File: src/include/bwd_pkg.sv
/*
  Constants for the board watchdog: shared-RAM offsets, field positions,
  reset values and tick counts.
  Assumes a 100 MHz clock and a byte-wide shared-RAM access port.
*/
package bwd_pkg;
  localparam logic [7:0]  BWD_OFS_CONFIG     = 8'h06;
  localparam logic [7:0]  BWD_OFS_MINUTES    = 8'h07;
  localparam logic [7:0]  BWD_OFS_SECONDS    = 8'h08;
  localparam int          BWD_BIT_RUN        = 0;
  localparam int          BWD_BIT_UNIT       = 1;
  localparam logic [7:0]  BWD_CONFIG_MASK    = 8'h03;
  localparam logic [7:0]  BWD_RESET_CONFIG   = 8'h00;
  localparam logic [7:0]  BWD_RESET_COUNT    = 8'h00;
  localparam logic [5:0]  BWD_RESET_SUBCOUNT = 6'h00;
  localparam logic [7:0]  BWD_RESET_PULSE    = 8'h00;
  localparam int          BWD_CLK_HZ         = 100000000;
  localparam int          BWD_TICK_S         = 1;
  localparam int          BWD_TICK_CYCLES    = BWD_CLK_HZ * BWD_TICK_S;
  localparam logic [5:0]  BWD_SEC_PER_MIN    = 6'h3c;
  localparam int          BWD_BOARD_RST_US   = 1;
  localparam int          BWD_BOARD_RST_CYC  = (BWD_BOARD_RST_US * BWD_CLK_HZ) / 1000000;
endpackage : bwd_pkg

File: src/verilog/bwd_tick.sv
/*
  One-second tick generator: a single-cycle pulse every tick_cycles clocks.
  Assumes synchronous active-low reset; clear restarts the second.
*/
`timescale 1ns/1ps
`default_nettype none
module bwd_tick
  import bwd_pkg::*;
#(
  parameter int TICK_CYCLES = BWD_TICK_CYCLES
) (
  input  wire logic ref_clk_in,
  input  wire logic resetn_in,
  input  wire logic clear_in,
  output logic      tick_out
);
  logic [31:0] count;
  logic [31:0] next_count;
  logic        next_tick;

  always_comb begin
    next_count = count + 32'h1;
    next_tick  = 1'b0;
    if (clear_in) begin
      next_count = 32'h0;
    end else if (count >= 32'(TICK_CYCLES - 1)) begin
      next_count = 32'h0;
      next_tick  = 1'b1;
    end
  end

  always_ff @(posedge ref_clk_in) begin
    if (!resetn_in) begin
      count    <= 32'h0;
      tick_out <= 1'b0;
    end else begin
      count    <= next_count;
      tick_out <= next_tick;
    end
  end
endmodule : bwd_tick
`default_nettype wire

File: src/verilog/bwd_watchdog.sv
/*
  Board watchdog: three shared-RAM byte registers, a seconds/minutes
  countdown and a board reset pulse.
  Assumes the embedded controller's 62/66 port handler turns host
  accesses into single-cycle byte read/write strobes on this port.
*/
`timescale 1ns/1ps
`default_nettype none
module bwd_watchdog
  import bwd_pkg::*;
#(
  parameter int TICK_CYCLES = BWD_TICK_CYCLES,
  parameter int RST_CYCLES  = (BWD_BOARD_RST_CYC < 1) ? 1 : BWD_BOARD_RST_CYC
) (
  input  wire logic       ref_clk_in,
  input  wire logic       resetn_in,
  input  wire logic [7:0] ram_addr_in,
  input  wire logic       ram_wr_in,
  input  wire logic       ram_rd_in,
  input  wire logic [7:0] ram_wdata_in,
  output logic      [7:0] ram_rdata_out,
  output logic            ram_rvalid_out,
  output logic            board_reset_out,
  output logic            countdown_active_out
);
  logic [7:0] watchdog_config;
  logic [7:0] minutes_countdown;
  logic [7:0] seconds_countdown;
  logic [5:0] sec_in_min;
  logic [7:0] rst_count;
  logic [7:0] next_config;
  logic [7:0] next_minutes;
  logic [7:0] next_seconds;
  logic [5:0] next_sec_in_min;
  logic [7:0] next_rst_count;
  logic [7:0] next_rdata;
  logic       next_rvalid;
  logic       next_board_reset;
  logic       next_active;
  logic       tick;
  logic       countdown_run;
  logic       count_unit_select;
  logic       wr_config;
  logic       wr_minutes;
  logic       wr_seconds;
  logic       restart;
  logic [7:0] active_count;

  assign countdown_run     = watchdog_config[BWD_BIT_RUN];
  assign count_unit_select = watchdog_config[BWD_BIT_UNIT];
  assign wr_config  = ram_wr_in && (ram_addr_in == BWD_OFS_CONFIG);
  assign wr_minutes = ram_wr_in && (ram_addr_in == BWD_OFS_MINUTES);
  assign wr_seconds = ram_wr_in && (ram_addr_in == BWD_OFS_SECONDS);
  // second timebase restarts on any pet or config write
  assign restart    = wr_config || wr_minutes || wr_seconds;
  assign active_count = count_unit_select ? minutes_countdown : seconds_countdown;

  bwd_tick #(
    .TICK_CYCLES (TICK_CYCLES)
  ) u_tick (
    .ref_clk_in (ref_clk_in),
    .resetn_in  (resetn_in),
    .clear_in   (restart),
    .tick_out   (tick)
  );

  always_comb begin
    next_config      = watchdog_config;
    next_minutes     = minutes_countdown;
    next_seconds     = seconds_countdown;
    next_sec_in_min  = sec_in_min;
    next_rst_count   = rst_count;
    next_board_reset = 1'b0;
    next_rdata       = 8'h00;
    next_rvalid      = ram_rd_in;
    if (wr_config) begin
      next_config = ram_wdata_in & BWD_CONFIG_MASK;
      next_sec_in_min = 6'h00;
    end
    if (countdown_run && tick && (active_count != 8'h00)) begin
      if (!count_unit_select) begin
        next_seconds = seconds_countdown - 8'h01;
      end else if (sec_in_min == BWD_SEC_PER_MIN - 6'h01) begin
        next_sec_in_min = 6'h00;
        next_minutes    = minutes_countdown - 8'h01;
      end else begin
        next_sec_in_min = sec_in_min + 6'h01;
      end
    end
    if (wr_minutes) begin
      next_minutes    = ram_wdata_in;
      next_sec_in_min = 6'h00;
    end
    if (wr_seconds) begin
      next_seconds = ram_wdata_in;
    end
    if (rst_count != 8'h00) begin
      next_rst_count   = rst_count - 8'h01;
      next_board_reset = 1'b1;
    end else if (countdown_run && (active_count == 8'h00) && !restart) begin
      next_rst_count   = 8'(RST_CYCLES - 1);
      next_board_reset = 1'b1;
      // run bit self-clears so the pulse fires once; unit bit kept
      next_config[BWD_BIT_RUN] = 1'b0;
    end
    next_active = next_config[BWD_BIT_RUN];
    case (ram_addr_in)
      BWD_OFS_CONFIG:  next_rdata = watchdog_config & BWD_CONFIG_MASK;
      BWD_OFS_MINUTES: next_rdata = minutes_countdown;
      BWD_OFS_SECONDS: next_rdata = seconds_countdown;
      default:         next_rdata = 8'h00;
    endcase
    if (!ram_rd_in) begin
      next_rdata = ram_rdata_out;
    end
  end

  always_ff @(posedge ref_clk_in) begin
    if (!resetn_in) begin
      watchdog_config      <= BWD_RESET_CONFIG;
      minutes_countdown    <= BWD_RESET_COUNT;
      seconds_countdown    <= BWD_RESET_COUNT;
      sec_in_min           <= BWD_RESET_SUBCOUNT;
      rst_count            <= BWD_RESET_PULSE;
      board_reset_out      <= 1'b0;
      ram_rdata_out        <= 8'h00;
      ram_rvalid_out       <= 1'b0;
      countdown_active_out <= 1'b0;
    end else begin
      watchdog_config      <= next_config;
      minutes_countdown    <= next_minutes;
      seconds_countdown    <= next_seconds;
      sec_in_min           <= next_sec_in_min;
      rst_count            <= next_rst_count;
      board_reset_out      <= next_board_reset;
      ram_rdata_out        <= next_rdata;
      ram_rvalid_out       <= next_rvalid;
      countdown_active_out <= next_active;
    end
  end
endmodule : bwd_watchdog
`default_nettype wire

File: config.mk
export PLATFORM = sky130hd
export DESIGN_NAME = bwd_watchdog
export DESIGN_NICKNAME = d
export VERILOG_FILES = /design/src/include/bwd_pkg.sv /design/src/verilog/bwd_tick.sv /design/src/verilog/bwd_watchdog.sv
export SDC_FILE = /design/constraint.sdc
export NUM_CORES = 1
export LEC_CHECK = 0
export ABC_AREA = 1
export BUFFER_PORTS_ARGS = -buffer_cell sky130_fd_sc_hd__buf_2
export CAP_MARGIN = 20
export CORE_MARGIN = 1.5
export CORE_UTILIZATION = 55
export DETAILED_ROUTE_END_ITERATION = 8
export PLACE_DENSITY = 0.74
export RECOVER_POWER = 50
export REMOVE_ABC_BUFFERS = 1
export SLEW_MARGIN = 20
export SYNTH_ARGS = -nofsm -noshare
export SYNTH_HDL_FRONTEND = slang
export SYNTH_SLANG_ARGS = --single-unit
export TNS_END_PERCENT = 20
File: constraint.sdc
create_clock -name ref_clk_in -period 1.94 [get_ports ref_clk_in]
set_input_delay 0.097 -clock ref_clk_in [delete_from_list [all_inputs] [get_ports ref_clk_in]]
set_output_delay 0.097 -clock ref_clk_in [all_outputs]
set_load 0.02 [all_outputs]
# [Word level (Yosys, flattened, before mapping)]
# Index checks and enable logic that the tools add are counted.
# Widths: inputs -> output; s select.
[totals] reg_bits=75 output_inout_bits=11
[classes] add_sub_neg=5 order_cmp=1 n_eq_ne=5 mux=21 n_bitwise=1 n_reduce_logical=23
[op_table] op="$mux 8" n=10
[op_table] op="$add 32x1->32 const B" n=1
[op_table] op="$ge 32x27->1 const B" n=1
[op_table] op="$mux 6" n=4
[op_table] op="$pmux 8 s3" n=1
[op_table] op="$sub 8x1->8 const B" n=3
[op_table] op="$eq 8x3->1 const B" n=2
[op_table] op="$reduce_bool 8->1" n=2
[op_table] op="$reduce_bool 2->1" n=5
[op_table] op="$eq 8x4->1 const B" n=1
[op_table] op="$logic_not 8->1" n=1
[op_table] op="$logic_and 1x1->1" n=7
[op_table] op="$add 6x1->6 const B" n=1
[op_table] op="$eq 6x6->1 const B" n=1
[op_table] op="$mux 1" n=6
[op_table] op="$reduce_or 2->1" n=2
[op_table] op="$reduce_and 3->1" n=1
[op_table] op="$reduce_or 3->1" n=1
[op_table] op="$logic_or 1x1->1" n=2
[op_table] op="$ne 2x1->1 const B" n=1
[op_table] op="$reduce_and 2->1" n=1
[op_table] op="$logic_not 1->1" n=1
[op_table] op="$not 1->1" n=1

# [Depth between registers and ports, before layout]
# Gate-level depths: netlist (run 1).
[depth] word_depth=8 mapped_depth=11

# [Hierarchy]
# From an unflattened synthesis (run 1), not the netlist that was laid out.
[unflattened] cells_unflattened=608 area_unflattened_um2=4117.7
[modules_own_cells] module="bwd_watchdog" instances=1 cells_each=397 area_per_inst_um2=2508.7 seq_area_each_um2=840.8
[modules_own_cells] module="bwd_tick" instances=1 cells_each=211 area_per_inst_um2=1609.0 seq_area_each_um2=660.6

# [Worst setup path after synthesis (run 1)]
# No wires, ideal clock.
[synth_timing] path_kind="reg-to-reg" from="reg u_tick.count[0]" to="reg u_tick.count[21]" arrival_time_ns=1.449 setup_slack_ns=0.430 path_stages_with_launch=12 period_less_slack_ns=1.510 path_cell_list="dfxtp_1 ha_1 nand3_2 inv_2 nand2_4 inv_2 nand2_1 nand2_1 a21oi_4 nand2_4 buf_12 nor2_4"
[synth_via] elab_chain_cells=2 elab_cells_between_ends=3 classes_between="add/sub: 1; order compare: 1; reduce/logical: 1"
[synth_lines] item="from (decl)" line_no="bwd_tick.sv:17" text="logic [31:0] count;"
[synth_lines] item="from (signal assigned)" line_no="bwd_tick.sv:37" text="count <= next_count;"
[synth_lines] item="$ge 32x27->1" line_no="bwd_tick.sv:26" text="end else if (count >= 32'(TICK_CYCLES - 1)) begin"
[synth_lines] item="$reduce_or 3->1 (no line)"
# Several ways; a longest one is shown, not always the timed one.
# A chain may end at the register's enable or synchronous reset.

# [Worst setup path after layout (run 1)]
[layout_timing] from="reg watchdog_config[1]" to="reg sec_in_min[0]"
[layout_via] elab_chain_cells=4 elab_cells_between_ends=5 classes_between="mux: 3; reduce/logical: 2"
[layout_lines] item="from (decl)" line_no="bwd_watchdog.sv:26" text="logic [7:0] watchdog_config;"
[layout_lines] item="from (signal assigned)" line_no="bwd_watchdog.sv:130" text="watchdog_config <= next_config;"
[layout_lines] item="$mux 8" line_no="bwd_watchdog.sv:56" text="assign active_count = count_unit_select ? minutes_countdown : seconds_countdown;"
[layout_lines] item="$reduce_bool 8->1" line_no="bwd_watchdog.sv:80" text="if (countdown_run && tick && (active_count != 8'h00)) begin"
[layout_lines] item="$logic_and 1x1->1" line_no="bwd_watchdog.sv:80"
[layout_lines] item="$mux 6 (*)" line_no="bwd_watchdog.sv:80"
[layout_lines] item="to (signal assigned)" line_no="bwd_watchdog.sv:133" text="sec_in_min <= next_sec_in_min;"
[layout_lines] item="to (decl)" line_no="bwd_watchdog.sv:29" text="logic [5:0] sec_in_min;"
# Mark *: on every way between the ends. The rest lies on a longest branch, timed or not.

==> results of run 1 <==
## state kept, by name, summed over array words and instances, names as in the netlist
name	flops
u_tick.count	32
minutes_countdown	8
ram_rdata_out	8
rst_count	8
seconds_countdown	8
sec_in_min	6
watchdog_config	2
board_reset_out	1
ram_rvalid_out	1
u_tick.tick_out	1
## cell usage after synthesis, types with 2 or more instances
library cell  instances
dfxtp_1              75
nand2_4               7
nand3_2               6
o31ai_1               3
nor2_4                6
buf_6                 3
nand2_2               6
nand4_1              10
nor3_4                2
ha_1                  6
nand3_4               2
nor2_1               69
a21oi_4               2
o22ai_1               6
nor2_2               20
buf_1                 2
o21ai_0              20
nand2_1             138
inv_2                 8
nor3_2                2
clkbuf_1              2
buf_2                 3
xnor2_1              11
xor2_1               22
a21oi_2               3
nand3_1              52
inv_1                77
a21oi_1              26
o21ai_1              10
nor3_1               12
## critical path, cell delays in order (launching register included)
cell	delay, ns
dfxtp_1	0.52
inv_1	0.13
nor2_1	0.10
nand3_1	0.07
nand2_1	0.07
nand2_1	0.16
nand2_1	0.27
inv_1	0.17
nand2_1	0.10
a21oi_1	0.06
## power by group through the flow
stage | Clock [mW] | Sequential [mW] | Combinational [mW]
floorplan | 0 | 1.71 | 0.410
global placement | 0 | 1.70 | 0.519
detailed placement | 0 | 1.71 | 0.536
CTS | 1.26 | 1.67 | 0.546
global route | 1.33 | 1.68 | 0.623
finish | 1.24 | 1.67 | 0.543
## kinds of logic (layout without fill, tap and decap cells)
family,count (synthesis),after routing,synth area share
AND/OR/NAND/NOR,335,335,0.3788
buffers and inverters,99,137,0.09707
flip-flops,75,75,0.3446
AO/OA/AOI/OAI,72,72,0.09506
XOR/XNOR,33,33,0.06634
adder cells (fa/ha/maj),6,6,0.01723
other,1,5,0.0008607
## metal layers
| layer | routed length (um) | vias up | share of wire |
|---|---|---|---|
| met5 | 0 | - | 0 |
| met4 | 193 | 0 | 0.020 |
| met3 | 392 | 18 | 0.040 |
| met2 | 4825 | 87 | 0.50 |
| met1 | 4277 | 1816 | 0.44 |
| li1 | - | 2034 | - |
## per-stage QoR
| stage | util | std cells | cell area [um^2] |
|---|---|---|---|
| floorplan | - | 613 | 4280 |
| global placement | 0.5968 | 749 | 4588 |
| detailed placement | 0.5968 | 749 | 4588 |
| CTS | 0.6229 | 765 | 4788 |
| global route | 0.6172 | 765 | 4745 |
| finish | 0.6172 | 765 | 4745 |
## worst max path at each step
stage                             startpoint               end  depth (start not counted)
final                     watchdog_config[1]     sec_in_min[0]                          9
after global routing      watchdog_config[1]     sec_in_min[5]                          9
after CTS                    u_tick.count[0]  u_tick.count[13]                         10
after detailed placement     u_tick.count[0]  u_tick.count[13]                         10
after global placement       u_tick.count[0]  u_tick.count[18]                         10
after floorplan              u_tick.count[0]  u_tick.count[21]                         10
## cell type report
class | instances | area share
Inverter | 87 | 0.06988
Clock inverter | 7 | 0.01609
Multi-Input combinational cell | 451 | 0.5111
Clock buffer | 9 | 0.02611
Tap cell | 102 | 0.02690
Sequential cell | 75 | 0.3165
Timing Repair Buffer | 34 | 0.03349
==> flow_metrics.tcl, run 1 <==
set metrics [dict create \
    setup_tns_ns 0 \
    gr-total-overflow 0 \
    drive_gt1_frac 0.1493 \
    post-route-drc-count 0 \
    cts-root-buf "clkbuf_8" \
    wl_um 9688 \
    nets 684 \
    io_pins 31 \
    numPortBuffers 30 \
    avgViaCountPerCell 5.170 \
    hold_viol_final 0 \
    peakVddDrop_mv 0.3987 \
    hold_path_class "in2reg" \
    antenna_cells 0 \
    grt_use_met1 0.2907 \
    netlist_instances 621 \
    fin_worst_skew_ns 0.007476 \
    ys_ff_latch 75 \
    post-route-min-period_ns 1.764 \
    r2r-end "sec_in_min[0]" \
    regToRegStartpoint "watchdog_config[1]" \
    met3_usage 0.03566 \
    multi_input_area_um2 2425 \
    fillers 739 \
    die_h_um 92 \
    power.internal_mw 2.433 \
    cap_violations 0 \
    hold_end "ram_rvalid_out" \
    outcome "finished, final reports clean" \
    yosys.area.top_type_share 0.3446 \
    layout_commonest_cell "nand2_1" \
    synth-edff-count 0 \
    cts_tree "built" \
    setup_ws_ns 0.1763 \
    grt-busiest-layer "met2" \
    drt_iter0_markers 185 \
    clk_latency_ns 0.37 \
    coreArea_um2 7687 \
    layout_common_cells "nand2_1, inv_1, dfxtp_1" \
    finalPower_mw 3.462 \
    dp_hpwl_um 7303 \
    use_met2 0.4123 \
    synthTopCellsByArea "dfxtp_1, nand2_1, inv_1, nand3_1, nor2_1" \
    grt_pass1_vias 3669 \
    maxSlewViolCount 0 \
    path_class "reg2reg" \
    switchingPower_mw 1.030 \
    grt_usage 0.2392 \
    areaGrowthSynthToFinish_pct 8.903 \
    path_clk_slew_ns 0.09 \
    synth_area_per_cell_um2 7.016 \
    ctsHoldBuffers 0 \
    wl_per_cell_um 12.66 \
    start_kind "register" \
    yosysTopAreaCell "dfxtp_1" \
    timing.critical_path.required_ns 2.19 \
    arrival_ns 2.01 \
    reg2reg_depth 9 \
    postSynth.asyncResetShare 0 \
    seqCellArea_um2 1501 \
    place_congestion 0.9043 \
    cts_buffer_depth 2 \
    min_from "ram_rd_in" \
    vias 3955 \
    swShare 0.2974 \
    numCtsBuffers 9 \
    die-area_um2 8464 \
    powerDensity_nw_per_um2 729.7 \
    grt_max_degree 25 \
    max_slew_margin 0.5861 \
    dr.pass1.iters 5 \
    fmax_ghz 0.5670 \
    cts_resized 0 \
    p_leak_nw 1.964 \
    grt_setup_unrepaired "no" \
    rrSetupSlack_ns 0.18 \
    initial_core_util 0.5667 \
    clockPowerShare 0.359 \
    pre_cts_ws_ns 0.1896 \
    worst_hold_slack_ns 0.02257 \
    synth_flop_cell "dfxtp_1" \
    finalCritPeriodShare 0.9091 \
    route.antenna.remaining_nets 0 \
    setup_violations 0 \
    yosys.cell_types.count 40 \
    rows 32 \
    path_max_fanout 8 \
    post_cts_buffers 0 \
    yosysSeqAreaShare 0.3446 \
    clkSinkCount 75 \
    antenna_found_initial 0 \
    hold_depth 3 \
    pwr-share-comb 0.157 \
    power_frac_seq 0.484 \
    grt_pass1_wl_um 16130 \
    tightest_slew_ns 0.6208 \
    cts_max_level 3 \
    ys_warn_count 0 \
    fp.dieW_um 92 \
    critPathCaptureType "register" \
    synth_area_um2 4357 \
]
Note: power is estimated with default switching activity, not from simulation.
==> inputs of run 2 (changes only) <==
ABC_CLOCK_PERIOD_IN_PS = 1940   (was default)
BUFFER_PORTS_ARGS = default   (was -buffer_cell sky130_fd_sc_hd__buf_2)
DONT_BUFFER_PORTS = 1   (was default)
PLACE_DENSITY = 0.7   (was 0.74)
RECOVER_POWER = 25   (was 50)
==> run 2 against run 1 <==
Against the previous run:
- sequential power is essentially flat
- die area is the same
- critical path depth grew 1
- maximum frequency shrank 0.47%
- routed wire length grew 0.67%
- count of clock-buffer cells in the layout grew 1
- register-to-register slack is essentially flat
- final cell count shrank 2.9%
- via count shrank 1.8%
- critical path type unchanged
- largest power group unchanged
- highest routed layer unchanged
==> flow_metrics.tcl, run 2 (synthesis gave the netlist of run 1 again) <==
set metrics [dict create \
    path_clk_slew_ns 0.09 \
    drive_gt1_frac 0.1326 \
    route.antenna.remaining_nets 0 \
    multi_input_area_um2 2447 \
    place_congestion 0.9063 \
    antenna_found_initial 0 \
    max_slew_margin 0.6504 \
    fp.dieW_um 92 \
    worst_hold_slack_ns 0.01645 \
    vias 3885 \
    critPathCaptureType "register" \
    seqCellArea_um2 1501 \
    tightest_slew_ns 0.5243 \
    cts_max_level 3 \
    post-route-min-period_ns 1.772 \
    peakVddDrop_mv 0.4307 \
    coreArea_um2 7687 \
    fillers 767 \
    initial_core_util 0.5667 \
    grt_usage 0.2443 \
    hold_viol_final 0 \
    cts_tree "built" \
    clockPowerShare 0.370 \
    largest_register "u_tick.count" \
    antenna_cells 0 \
    crit_chain "ha_1, nand3_2, inv_2, nand2_4, inv_2, nand2_1, nand2_1, a21oi_4, nand2_4, nor2_1" \
    hold_path_class "in2reg" \
    cts-root-buf "clkbuf_8" \
    path_max_fanout 23 \
    crit_path_max_incr_delay_ns 0.34 \
    power.internal_mw 2.466 \
    clkSinkCount 75 \
    clk_latency_ns 0.36 \
    setup_violations 0 \
    switchingPower_mw 0.9991 \
    io_pins 31 \
    p_leak_nw 1.921 \
    layout_commonest_cell "nand2_1" \
    nets 662 \
    start_kind "register" \
    die-area_um2 8464 \
    numCtsBuffers 9 \
    areaGrowthSynthToFinish_pct 8.501 \
    rrSetupSlack_ns 0.17 \
    path_class "reg2reg" \
    dr.pass1.iters 7 \
    grt_max_degree 25 \
    pwr-share-comb 0.144 \
    fin_area_um2 4727 \
    outcome "finished, final reports clean" \
    grt_setup_unrepaired "no" \
    maxSlewViolCount 0 \
    post-route-drc-count 0 \
    swShare 0.2883 \
    gr-total-overflow 0 \
    fmax_ghz 0.5643 \
    wl_per_cell_um 13.13 \
    rows 32 \
    dp_hpwl_um 7139 \
    post_dp_cell_area_um2 4431 \
    layout_common_cells "nand2_1, inv_1, dfxtp_1" \
    die_h_um 92 \
    drt_iter0_markers 213 \
    grt_pass1_wl_um 16440 \
    finalCritPeriodShare 0.9135 \
    cap_violations 0 \
    fin_worst_skew_ns 0.01387 \
    timing.critical_path.required_ns 2.23 \
    avgViaCountPerCell 5.229 \
    arrival_ns 2.06 \
    setup_tns_ns 0 \
    cts_buffer_depth 2 \
    powerDensity_nw_per_um2 733.0 \
    final_core_util 0.6149 \
    largest_reg_flops 32 \
    wl_um 9753 \
    numPortBuffers 0 \
    crit_slowest_cell "dfxtp_1" \
    grt_pass1_vias 3686 \
    power_frac_seq 0.486 \
]
## run 2: cell count changes in the layout (fill, tap and decap cells not counted), sizes merged
cell	before	now
clkbuf	22	11
dlygate4sd3	0	9
clkinv	4	3
buf	21	2
## run 2: final cells by class
cell class | instances | share of cell area
Multi-Input combinational cell | 451 | 0.5177
Sequential cell | 75 | 0.3176
Inverter | 87 | 0.07014
Clock buffer | 10 | 0.02912
Tap cell | 102 | 0.02700
Timing Repair Buffer | 12 | 0.02329
Clock inverter | 6 | 0.01509
## run 2: power groups by stage
stage | combinational [mW] | clock, mW | sequential [mW]
after CTS | 0.505 | 1.32 | 1.68
after global routing | 0.594 | 1.37 | 1.69
final | 0.498 | 1.28 | 1.68
after detailed placement | 0.479 | 0 | 1.72
after floorplan | 0.410 | 0 | 1.71
after global placement | 0.469 | 0 | 1.71
## run 2: timing repair
item | in CTS | in global routing
hold buffers | 9 | 0
gates resized for setup | 0 | 0
setup buffers | 0 | 0
endpoints found under the hold margin | 29 | 0
## run 2: final timing paths
kind | startpoint | endpoint | cells past startpoint
hold / removal | resetn_in | sec_in_min[2] | 2
hold reg to reg | u_tick.count[0] | u_tick.count[0] | 1
setup / recovery | u_tick.count[0] | u_tick.count[13] | 10
setup reg to reg | u_tick.count[0] | u_tick.count[13] | 10
## run 2: metal layers
| metal | global-route usage | wire, um | vias to the layer above |
|---|---|---|---|
| li1 | - | - | 1994 |
| met1 | 0.2949 | 4250 | 1767 |
| met2 | 0.4167 | 4774 | 104 |
| met3 | 0.04478 | 500 | 20 |
| met4 | 0.1179 | 228 | 0 |
| met5 | 0 | 0 | - |
## run 2: stage by stage
stage,cells,total power [mW],setup slack [ns]
6_report,743,3.465,0.1679
5_1_grt,743,3.656,0.04176
4_1_cts,743,3.513,0.1433
3_5_place_dp,718,2.197,0.1605
3_3_place_gp,718,2.184,0.2459
2_1_floorplan,613,2.116,0.3835
## run 2: critical path, delay by kind of cell (launching register included)
kind                     cells  cell delay [ns]
AO/OA/AOI/OAI                1             0.23
adder cells (fa/ha/maj)      1             0.24
buffers and inverters        2             0.09
flip-flops                   1             0.34
AND/OR/NAND/NOR              6             0.79
==> inputs of run 3 (changes only) <==
ABC_AREA = default   (was 1)
SLEW_MARGIN = default   (was 20)
==> run 3 against run 2 <==
Against the previous run:
- the run now ends with design-rule violations left
- critical path depth decreased by 4
- sequential share of layout area increased by 2.8 points
- global-route usage decreased by 0.53 points
- via count decreased by 19%
- register-to-register slack got worse by 0.06 ns
- routed wire length decreased by 16%
- critical path type unchanged
- critical endpoint is now u_tick.count[19]
==> flow_metrics.tcl, run 3 <==
set metrics [dict create \
    finalCritPeriodShare 0.9434 \
    yosys.area.top_type_share 0.4025 \
    numPortBuffers 0 \
    areaGrowthSynthToFinish_pct 16.54 \
    yosysSeqAreaShare 0.4025 \
    cap_violations 0 \
    die_h_um 85.35 \
    dp_hpwl_um 5877 \
    powerDensity_nw_per_um2 853.3 \
    coreArea_um2 6459 \
    yosysTopAreaCell "dfxtp_1" \
    grt_setup_unrepaired "yes" \
    antenna_cells 0 \
    hold_viol_final 0 \
    gr-total-overflow 0 \
    avgViaCountPerCell 5.940 \
    fillers 549 \
    finalPower_mw 3.709 \
    drive_gt1_frac 0.1491 \
    place_congestion 0.8675 \
    fmax_ghz 0.5464 \
    numCtsBuffers 9 \
    ys_warn_count 0 \
    setup_ws_ns 0.1098 \
    arrival_ns 2.11 \
    clk_latency_ns 0.34 \
    peakVddDrop_mv 0.7382 \
    cts_tree "built" \
    cts-root-buf "clkbuf_8" \
    failed_checks "design-rule violations" \
    maxSlewViolCount 0 \
    cts_buffer_depth 2 \
    grt_max_degree 22 \
    yosysMostFrequentCell "dfxtp_1" \
    start_kind "register" \
    pre_cts_ws_ns 0.09354 \
    rows 29 \
    drt_iter0_markers 188 \
    die-area_um2 7285 \
    synth_area_per_cell_um2 9.053 \
    post_cts_buffers 0 \
    synthTopCellsByArea "dfxtp_1, xnor2_1, nor2_1, nand3_1, a21oi_1" \
    grt_pass1_wl_um 13960 \
    antenna_found_initial 0 \
    wl_per_cell_um 15.32 \
    initial_core_util 0.5775 \
    netlist_instances 412 \
    fin_worst_skew_ns 0.006843 \
    largest_reg_flops 32 \
    path_max_fanout 21 \
    critPathCaptureType "register" \
    post-route-min-period_ns 1.830 \
    hold_path_class "in2reg" \
    grt_pass1_vias 3120 \
    grt_usage 0.2390 \
    layout_commonest_cell "dfxtp_1" \
    yosys.cell_types.count 58 \
    timing.critical_path.required_ns 2.22 \
    synth-edff-count 0 \
    largest_register "u_tick.count" \
    vias 3166 \
    path_class "reg2reg" \
    post-route-drc-count 5 \
    path_clk_slew_ns 0.08 \
    max_slew_margin 0.5736 \
    fp.dieW_um 85.35 \
    wl_um 8163 \
    postSynth.asyncResetShare 0 \
    synth_common_cells "dfxtp_1, nor2_1, nand2_1" \
    setup_violations 0 \
    io_pins 31 \
    dr.pass1.iters 8 \
    clkSinkCount 75 \
    ys_ff_latch 75 \
    p_leak_nw 1.466 \
    route.antenna.remaining_nets 0 \
    synth_area_um2 3730 \
    synth_flop_cell "dfxtp_1" \
    nets 477 \
    cts_max_level 3 \
    layout_common_cells "dfxtp_1, nor2_1, nand2_1" \
    tightest_slew_ns 0.6388 \
    outcome "complete, but fails checks" \
]
-- run 3: changes by cell type after synthesis, moves of 8 or more --
cell | previous run | this run
nor2_1 | 69 | 41
nor2_2 | 20 | 2
inv_1 | 77 | 14
nor4_1 | 0 | 10
o21ai_1 | 10 | 0
a31oi_1 | 0 | 9
xnor2_1 | 11 | 25
inv_2 | 8 | 0
xor2_1 | 22 | 8
nand3_1 | 52 | 25
nand2_1 | 138 | 29
-- run 3: layout make-up --
cell class	instances	area, um^2	share of cell area
Clock buffer	10	127.6	0.02936
Clock inverter	6	112.6	0.02591
Inverter	14	52.55	0.01209
Multi-Input combinational cell	315	2153	0.4954
Sequential cell	75	1503	0.3457
Tap cell	77	96.34	0.02216
Timing Repair Buffer	36	301.5	0.06937
-- run 3: cells by family after synthesis --
family          count (synthesis)  share of synthesized area
compound gates                 84                     0.1573
xor+xnor                       33                    0.07749
fa+ha+maj                       6                    0.02013
buf+inv                        26                    0.03556
flops                          75                     0.4025
mux                             6                    0.01644
other cells                     1                   0.001005
simple gates                  181                     0.2895
-- run 3: power breakdown --
group	total, mW	switching, mW	internal [mW]
Clock	1.44	0.582	0.860
Sequential	1.72	0.0878	1.63
Combinational	0.552	0.303	0.249
-- run 3: routing by layer --
layer / vias up / global-route usage / wire length (um)
met5: - / 0 / 0
li1: 1580 / - / -
met1: 1497 / 0.2968 / 3569
met2: 74 / 0.3975 / 4012
met4: 0 / 0.08944 / 154
met3: 15 / 0.06518 / 428
-- run 3: metrics by stage --
stage / hold WS (ns) / setup TNS, ns / area [um^2] / util / instances
floorplan: 0.2187 / -17.68 / 3665 / - / 404
CTS: 0.01626 / 0 / 4314 / 0.6680 / 533
global placement: 0.2200 / 0 / 3954 / 0.6122 / 505
detailed placement: 0.2219 / 0 / 3954 / 0.6122 / 505
finish: 0.02533 / 0 / 4347 / 0.6730 / 533
global route: 0.02790 / -0.005348 / 4347 / 0.6730 / 533
-- run 3: worst max-delay path: stages, from the launching register on --
cell and delay [ns]:
dfxtp_1 0.34, or4_1 0.53, nor2_2 0.14, a2111oi_4 0.09, or3_4 0.36, buf_12 0.18, nor2_1 0.11
-- run 3: final timing paths --
path	end	cells past startpoint	start	slack, ns
max	u_tick.count[19]	6	u_tick.count[11]	0.11
min	ram_rdata_out[0]	3	ram_rd_in	0.03
max reg2reg	u_tick.count[19]	6	u_tick.count[11]	0.11
min reg2reg	sec_in_min[1]	2	sec_in_min[1]	0.49
-- run 3: what timing repair did --
item | 4_1_cts | 5_1_grt
endpoints found under the hold margin | 24 | 0
endpoints found under the setup margin | 0 | 26
hold buffers | 12 | 0
gates resized for setup | 0 | 7
